`src/verilog/sae_map.vh`:
```
/*
 * Constants for the storage alarm and status encoder: display character
 * codes, alarm index bits, status pair encodings and APB offsets.
 * Assumes inclusion by bare name from the design file.
 */
`ifndef SAE_MAP_VH
`define SAE_MAP_VH

// ****************************************
// Display characters (ASCII)
// ****************************************
`define SAE_CH_DASH   8'h2d
`define SAE_CH_0      8'h30
`define SAE_CH_1      8'h31
`define SAE_CH_2      8'h32
`define SAE_CH_3      8'h33
`define SAE_CH_4      8'h34
`define SAE_CH_5      8'h35
`define SAE_CH_6      8'h36
`define SAE_CH_7      8'h37
`define SAE_CH_8      8'h38
`define SAE_CH_9      8'h39
`define SAE_CH_C      8'h43
`define SAE_CH_E      8'h45
`define SAE_CH_F      8'h46
`define SAE_CH_H      8'h48
`define SAE_CH_J      8'h4a
`define SAE_CH_P      8'h50
`define SAE_CH_B      8'h62
`define SAE_CH_HL     8'h68
`define SAE_CH_A      8'h41
`define SAE_CH_U      8'h55
`define SAE_CH_ROTR   8'h3e
`define SAE_CH_ROTL   8'h3c

// ****************************************
// Condition bit positions, in priority order
// ****************************************
`define SAE_NCOND     21
`define SAE_B_OCRUN   0
`define SAE_B_OCREGEN 1
`define SAE_B_OCCHG   2
`define SAE_B_OCDIS   3
`define SAE_B_UV24    4
`define SAE_B_OVLINK  5
`define SAE_B_OVCAP   6
`define SAE_B_UVCAP   7
`define SAE_B_OTCTL   8
`define SAE_B_PSALM   9
`define SAE_B_NOCHG   10
`define SAE_B_NODIS   11
`define SAE_B_BADDIS  12
`define SAE_B_OTRES   13
`define SAE_B_COMM    14
`define SAE_B_CURCTL  15
`define SAE_B_FUSE    16
`define SAE_B_FAN     17
`define SAE_B_SUPSTP  18
`define SAE_B_SERIOUS 7
`define SAE_B_WARN0   17

// ****************************************
// Status pair {severity, abnormality}
// ****************************************
`define SAE_ST_NORMAL  2'b11
`define SAE_ST_ABNORM  2'b10
`define SAE_ST_SERIOUS 2'b00

// ****************************************
// APB map
// ****************************************
`define SAE_OFS_STATUS 12'h000
`define SAE_OFS_CTRL   12'h004
`define SAE_OFS_LATCH  12'h008
`define SAE_CTRL_RST   32'h00000000
`define SAE_CTRL_LATCH 0
`define SAE_STAT_PAD   17

`endif

```
`src/verilog/sae_alarm_encoder.v`:
```
/*
 * Storage module alarm and status encoder: priority encodes alarm and
 * warning inputs into a display character, the active-low status pair
 * and a supply-enable output, with an APB slave for status and control.
 * Assumes condition inputs synchronous to clk_sys and a held APB master.
 */
`timescale 1ns/1ps
`include "sae_map.vh"

module sae_alarm_encoder #(
    parameter NCOND = `SAE_NCOND
) (
    input  wire              clk_sys,          // System clock, 10 MHz
    input  wire              rst,              // Async reset, active high
    input  wire              isReady,          // Module ready
    input  wire              isCharging,       // Capacitors charging
    input  wire              isDischarging,    // Capacitors discharging
    input  wire [NCOND-3:0]  condIn,           // Alarm and warning detectors
    input  wire              psel,             // APB select
    input  wire              penable,          // APB enable
    input  wire              pwrite,           // APB direction
    input  wire [11:0]       paddr,            // APB byte address
    input  wire [31:0]       pwdata,           // APB write data
    output reg  [31:0]       prdata,           // APB read data
    output reg               pready,           // APB ready
    output reg               pslverr,          // APB error
    output reg  [7:0]        displayChar,      // Front display character
    output reg               abnormality_flag_n, // Abnormality, active low
    output reg               severity_flag_n,  // Serious, active low
    output reg               supplyEnable      // Energy supply path enable
);

    // ****************************************
    // Alarm state and decode signals
    // ****************************************
    reg  [NCOND-3:0] alarmLatch;
    reg  [31:0]      ctrl;
    reg  [4:0]       activeIdx;
    wire             activeAny;
    wire [NCOND-3:0] curCond;
    wire [NCOND-2:0] lowerSet;
    wire [NCOND-3:0] winner;
    reg  [7:0]       next_displayChar;
    reg  [1:0]       next_pair;
    reg              next_supplyEnable;
    wire             latchMode;
    wire             fanOnly;
    integer          i;
    genvar           g;

    // Bit 0: latch alarms until software clears them
    assign latchMode = ctrl[`SAE_CTRL_LATCH];
    assign curCond   = condIn | alarmLatch;
    assign fanOnly   = (curCond == ({{(NCOND-3){1'b0}}, 1'b1} << `SAE_B_FAN));

    // ****************************************
    // Priority chain
    // ****************************************
    // Lowest index wins; serious alarms sit lowest
    assign lowerSet[0] = 1'b0;
    generate
        for (g = 0; g < NCOND - 2; g = g + 1) begin : g_prio
            // An entry wins only if nothing below it is set
            assign winner[g]     = curCond[g] && !lowerSet[g];
            assign lowerSet[g+1] = lowerSet[g] || curCond[g];
        end
    endgenerate
    assign activeAny = lowerSet[NCOND-2];

    // Winner is one-hot, so OR-ing the indices gives its number
    always @* begin
        activeIdx = 5'h00;
        for (i = 0; i < NCOND - 2; i = i + 1) begin
            if (winner[i])
                activeIdx = activeIdx | i[4:0];
        end
    end

    // ****************************************
    // Display code
    // ****************************************

    always @* begin
        next_displayChar = `SAE_CH_DASH;
        if (!activeAny) begin
            if (isCharging)
                next_displayChar = `SAE_CH_ROTR;
            else if (isDischarging)
                next_displayChar = `SAE_CH_ROTL;
            else if (isReady)
                next_displayChar = `SAE_CH_0;
        end else begin
            case (activeIdx)
                `SAE_B_OCRUN:   next_displayChar = `SAE_CH_1;
                `SAE_B_OCREGEN: next_displayChar = `SAE_CH_2;
                `SAE_B_OCCHG:   next_displayChar = `SAE_CH_3;
                `SAE_B_OCDIS:   next_displayChar = `SAE_CH_4;
                `SAE_B_UV24:    next_displayChar = `SAE_CH_5;
                `SAE_B_OVLINK:  next_displayChar = `SAE_CH_6;
                `SAE_B_OVCAP:   next_displayChar = `SAE_CH_7;
                `SAE_B_UVCAP:   next_displayChar = `SAE_CH_8;
                `SAE_B_OTCTL:   next_displayChar = `SAE_CH_9;
                `SAE_B_PSALM:   next_displayChar = `SAE_CH_C;
                `SAE_B_NOCHG:   next_displayChar = `SAE_CH_E;
                `SAE_B_NODIS:   next_displayChar = `SAE_CH_F;
                `SAE_B_BADDIS:  next_displayChar = `SAE_CH_H;
                `SAE_B_OTRES:   next_displayChar = `SAE_CH_J;
                `SAE_B_COMM:    next_displayChar = `SAE_CH_P;
                `SAE_B_CURCTL:  next_displayChar = `SAE_CH_B;
                `SAE_B_FUSE:    next_displayChar = `SAE_CH_HL;
                `SAE_B_FAN:     next_displayChar = `SAE_CH_A;
                `SAE_B_SUPSTP:  next_displayChar = `SAE_CH_U;
                default:        next_displayChar = `SAE_CH_DASH;
            endcase
        end
    end

    // ****************************************
    // Status pair
    // ****************************************
    // Controller relies on pull-downs so an open cable reads serious
    always @* begin
        if (!activeAny)
            next_pair = `SAE_ST_NORMAL;
        else if (activeIdx < `SAE_B_SERIOUS)
            next_pair = `SAE_ST_SERIOUS;
        else
            next_pair = `SAE_ST_ABNORM;
    end

    // ****************************************
    // Supply path
    // ****************************************
    // Fan stop alone keeps the supply path closed
    always @* begin
        next_supplyEnable = isReady && (!activeAny || fanOnly);
    end

    // ****************************************
    // Output registers
    // ****************************************
    // One register stage so display and pair always move together
    always @(posedge clk_sys or posedge rst) begin
        if (rst) begin
            displayChar <= `SAE_CH_DASH;
        end else begin
            displayChar <= next_displayChar;
        end
    end

    // Same edge as the display: severity never lags the abnormality fall
    always @(posedge clk_sys or posedge rst) begin
        if (rst) begin
            severity_flag_n <= 1'b1;
        end else begin
            severity_flag_n <= next_pair[1];
        end
    end

    always @(posedge clk_sys or posedge rst) begin
        if (rst) begin
            abnormality_flag_n <= 1'b1;
        end else begin
            abnormality_flag_n <= next_pair[0];
        end
    end

    // Supply path stays open after reset until the module reports ready
    always @(posedge clk_sys or posedge rst) begin
        if (rst) begin
            supplyEnable <= 1'b0;
        end else begin
            supplyEnable <= next_supplyEnable;
        end
    end

    // ****************************************
    // APB slave
    // ****************************************
    wire        setupPh;
    wire        accessDone;
    wire        wrCtrl;
    wire        wrLatch;
    wire        selStatus;
    wire        selCtrl;
    wire        selLatch;
    wire        selMapped;
    reg  [31:0] readMux;

    assign setupPh    = psel && !penable;
    assign accessDone = psel && penable && pready;
    assign selStatus  = (paddr == `SAE_OFS_STATUS);
    assign selCtrl    = (paddr == `SAE_OFS_CTRL);
    assign selLatch   = (paddr == `SAE_OFS_LATCH);
    assign selMapped  = selStatus || selCtrl || selLatch;
    // Writes land only at the edge that completes the access
    assign wrCtrl     = accessDone && pwrite && selCtrl;
    assign wrLatch    = accessDone && pwrite && selLatch;

    // ****************************************
    // Read path
    // ****************************************
    always @* begin
        readMux = 32'h00000000;
        if (selStatus)
            readMux = {{`SAE_STAT_PAD{1'b0}}, supplyEnable, severity_flag_n,
                       abnormality_flag_n, displayChar, activeAny, activeIdx[2:0]};
        else if (selCtrl)
            readMux = ctrl;
        else if (selLatch)
            readMux = {{(32-NCOND+2){1'b0}}, alarmLatch};
    end

    // Answer one cycle after setup; no further wait states
    always @(posedge clk_sys or posedge rst) begin
        if (rst) begin
            pready <= 1'b0;
        end else begin
            pready <= setupPh;
        end
    end

    // Unmapped offsets answer with an error and read as zero
    always @(posedge clk_sys or posedge rst) begin
        if (rst) begin
            pslverr <= 1'b0;
        end else begin
            pslverr <= setupPh && !selMapped;
        end
    end

    always @(posedge clk_sys or posedge rst) begin
        if (rst) begin
            prdata <= 32'h00000000;
        end else if (setupPh) begin
            prdata <= readMux;
        end
    end

    // ****************************************
    // Control register
    // ****************************************
    always @(posedge clk_sys or posedge rst) begin
        if (rst) begin
            ctrl <= `SAE_CTRL_RST;
        end else if (wrCtrl) begin
            ctrl <= {31'h00000000, pwdata[`SAE_CTRL_LATCH]};
        end
    end

    // ****************************************
    // Alarm latch
    // ****************************************
    // Write-one-to-clear; a condition still present wins over the clear
    always @(posedge clk_sys or posedge rst) begin
        if (rst)
            alarmLatch <= {(NCOND-2){1'b0}};
        else if (latchMode)
            alarmLatch <= (alarmLatch & ~(wrLatch ? pwdata[NCOND-3:0] : {(NCOND-2){1'b0}}))
                          | condIn;
        else
            alarmLatch <= {(NCOND-2){1'b0}};
    end

endmodule

```
`config.mk`:
```
export PLATFORM = sky130hd
export DESIGN_NAME = sae_alarm_encoder
export DESIGN_NICKNAME = d
export VERILOG_FILES = /design/src/verilog/sae_alarm_encoder.v
export VERILOG_INCLUDE_DIRS = /design/src /design/src/verilog
export SDC_FILE = /design/constraint.sdc
export NUM_CORES = 1
export LEC_CHECK = 0
export BUFFER_PORTS_ARGS = -buffer_cell sky130_fd_sc_hd__clkbuf_2
export CORE_UTILIZATION = 48
export CTS_CLUSTER_DIAMETER = 120
export DETAILED_ROUTE_END_ITERATION = 8
export PLACE_DENSITY_LB_ADDON = 0.1
export SLEW_MARGIN = 20
export SYNTH_ARGS = -nofsm -noshare
export SYNTH_HDL_FRONTEND = slang
export SYNTH_SLANG_ARGS = --single-unit
```
`constraint.sdc`:
```
create_clock -name clk_sys -period 3.6 [get_ports clk_sys]
set_clock_uncertainty 0.15 [all_clocks]
set_input_delay 0.9 -clock clk_sys [delete_from_list [all_inputs] [get_ports clk_sys]]
set_output_delay 0.9 -clock clk_sys [all_outputs]
set_load 0.01 [all_outputs]
```
==> qor.yml <==
status: "completed"
start_util_pct: 50.8
synth_seq_area_share_pct: 45.1
grt_pass1_vias: 2454
setup_viol: 0
finalPower_mw: 1.04
areaGrowthSynthToFinish_pct: 23.0
dr_total_vias: 2513
dp_hpwl_um: 5700
ir_worst_vdd_uv: 169
rows: 27
cts_tree: "built"
fp.dieArea_um2: 6250
netlist_area_um2: 2850
grt_setup_unrepaired: "no"
wl_per_cell_um: 15.8
finalHoldViolCount: 0
insertion_delay_ns: 0.30
grt_max_degree: 52
critPathMaxStageDelay_ns: 0.55
ant_nets: 0
io_pins: 116
dr.pass1.iters: 4
drt-total-wl_um: 7220
htreeDepth: 2
drc: 0
finalNonFillerCells: 457
via_per_inst: 5.50
power.density_nw_per_um2: 297
syn_area_per_cell_um2: 10.1
clock_sink_count: 51
grt_pass1_wl_um: 11800
startpoint: "condIn[6]"
antenna_found_initial: 0
gp_congestion: 0.879
core_um2: 5610
yosysWarnings: 0
ys_async_sr_fraction_pct: 100
yosysUniqueCellTypes: 56
path_max_fanout: 2
fin_crit_sh_pct: 94.1
critPathArrivalTime_ns: 3.46
path_clk_slew_ns: 0.09
ys_ff_latch: 51
cts-root-buf: "clkbuf_8"
layout_commonest_cell: "clkbuf_2"
relSlewSlack_pct: 43.1
r2r-end: "displayChar[3]"
critPathKind: "input pin to flop"
cp.required_ns: 3.67
tns_ns: 0
rr_worst_depth: 10
path_buf_inv: 1
crit_path_top_delay_cell: "or4_1"
min_path_type: "flop to flop"
synthCells: 283
min-delay-start: "prdata[3]"
drt-initial-drc-count: 183
worst_slew_pin_slew_ns: 0.853
hold_buffers: 0
max_cap_viol_count: 0
synth-edff-count: 0
track_usage_pct: 24.9
ys.flop_type: "dfrtp_1"
die_x_um: 79.0
port_buffers: 88
leakage_nw: 1.71
whs_ns: 0.342
startpoint_type: "input pin"
crit_chain: "clkbuf_2 > or4_1 > o221ai_1 > a21oi_1 > o41ai_2 > a31oi_2 > and2_2 > ha_1 > nor4_2 > o32a_1 > nor2_1"
path_depth: 11
antennaDiodeCount: 0
min_period_ns: 3.39
end_kind: "flop"
die_h_um: 79.0
timing.rr.start: "alarmLatch[6]"
fin_nets: 460
gr-total-overflow: 0
post-place-cells: 449
final_cell_mix: "88 x clkbuf_2, 45 x dfrtp_1, 26 x nand2_1, 20 x a21boi_0, 20 x o21a_1"
drive_above_1_share_pct: 36.6
cts_buffers: 5
fmax_mhz: 295
crit_family: "simple AND/OR/NAND/NOR gates"
r2r_slack_ns: 0.44
slew_violations: 0
timing.critical_path.to: "displayChar[3]"
clockBufferDepth: 2
==> kinds of logic (layout without fill, tap and decap cells) <==
family	Yosys count	in the layout	synth area share, %
flip-flops	51	51	45.1
other	1	14	0.132
AO/OA/AOI/OAI	92	92	23.8
AND/OR/NAND/NOR	88	88	17.8
buffers and inverters	33	122	6.37
adder cells (fa/ha/maj)	5	5	2.20
multiplexers	13	13	4.61
==> sequential cells by signal, summed over array words and instances (netlist names) <==
register,flops
abnormality_flag_n,1
alarmLatch,19
ctrl,1
displayChar,7
prdata,19
pready,1
pslverr,1
severity_flag_n,1
supplyEnable,1
==> layout make-up <==
cell class	instances	area, um^2
fill	525	2100
multi-input combinational	212	1440
sequential	51	1280
timing repair buffer	107	583
tap	72	90.1
clock buffer	8	80.1
inverter	7	27.5
==> synth_stat cells (2+ instances only) <==
library cell	n	area, um^2
a21boi_0	20	150
a21oi_1	8	40.0
a31oi_1	2	12.5
a32o_1	5	50.1
and2_1	2	12.5
and4_1	2	17.5
buf_4	14	105
clkbuf_1	9	33.8
dfrtp_1	45	1130
dfstp_2	6	158
ha_1	5	62.6
inv_1	7	26.3
mux2i_1	12	120
nand2_1	26	97.6
nand2b_1	3	18.8
nand3_1	3	15.0
nor2_1	16	60.1
nor2_2	2	12.5
nor2b_1	2	12.5
nor3_1	6	30.0
nor4_1	9	56.3
nor4_2	4	50.1
o21a_1	20	150
o21ai_0	19	95.1
o31ai_1	2	15.0
or2_2	2	12.5
or4_1	3	22.5
==> tightest hold or removal path, cell delays in order (launching register included) <==
cell     delay, ns
dfrtp_1       0.36
nand2_1       0.05
o21ai_0       0.06
==> how the worst min path moves through the flow <==
stage / endpoint / depth (start not counted)
floorplan: prdata[10] / 2
global placement: prdata[10] / 2
detailed placement: prdata[14] / 2
CTS: prdata[14] / 2
global route: prdata[3] / 2
finish: prdata[3] / 2
==> power breakdown <==
group | leakage, nW | switching, mW | internal (mW) | total [mW]
Sequential | 0.682 | 0.00298 | 0.578 | 0.581
Clock | 0.0395 | 0.181 | 0.139 | 0.320
Combinational | 0.992 | 0.0831 | 0.0579 | 0.141
==> stage by stage <==
stage	area, um^2	worst slack (ns)	util [%]
after floorplan	2900	0.291	-
after global placement	3420	-0.0133	60.9
final	3500	0.212	62.5
after detailed placement	3420	-0.157	60.9
after global routing	3500	0.0415	62.5
after CTS	3500	0.167	62.3
==> routing by layer <==
metal,up-vias,track usage [%],wire length (um)
met4,0,6.73,62
li1,1215,-,-
met2,84,39.6,3400
met1,1208,35.1,3330
met5,-,0,0
met3,6,4.25,433
==> repair_timing <==
action,CTS,global route
endpoints found under the setup margin,0,1
gates resized for setup,0,1
setup buffers,0,0
No activity file was read; power rests on OpenSTA's default activity.
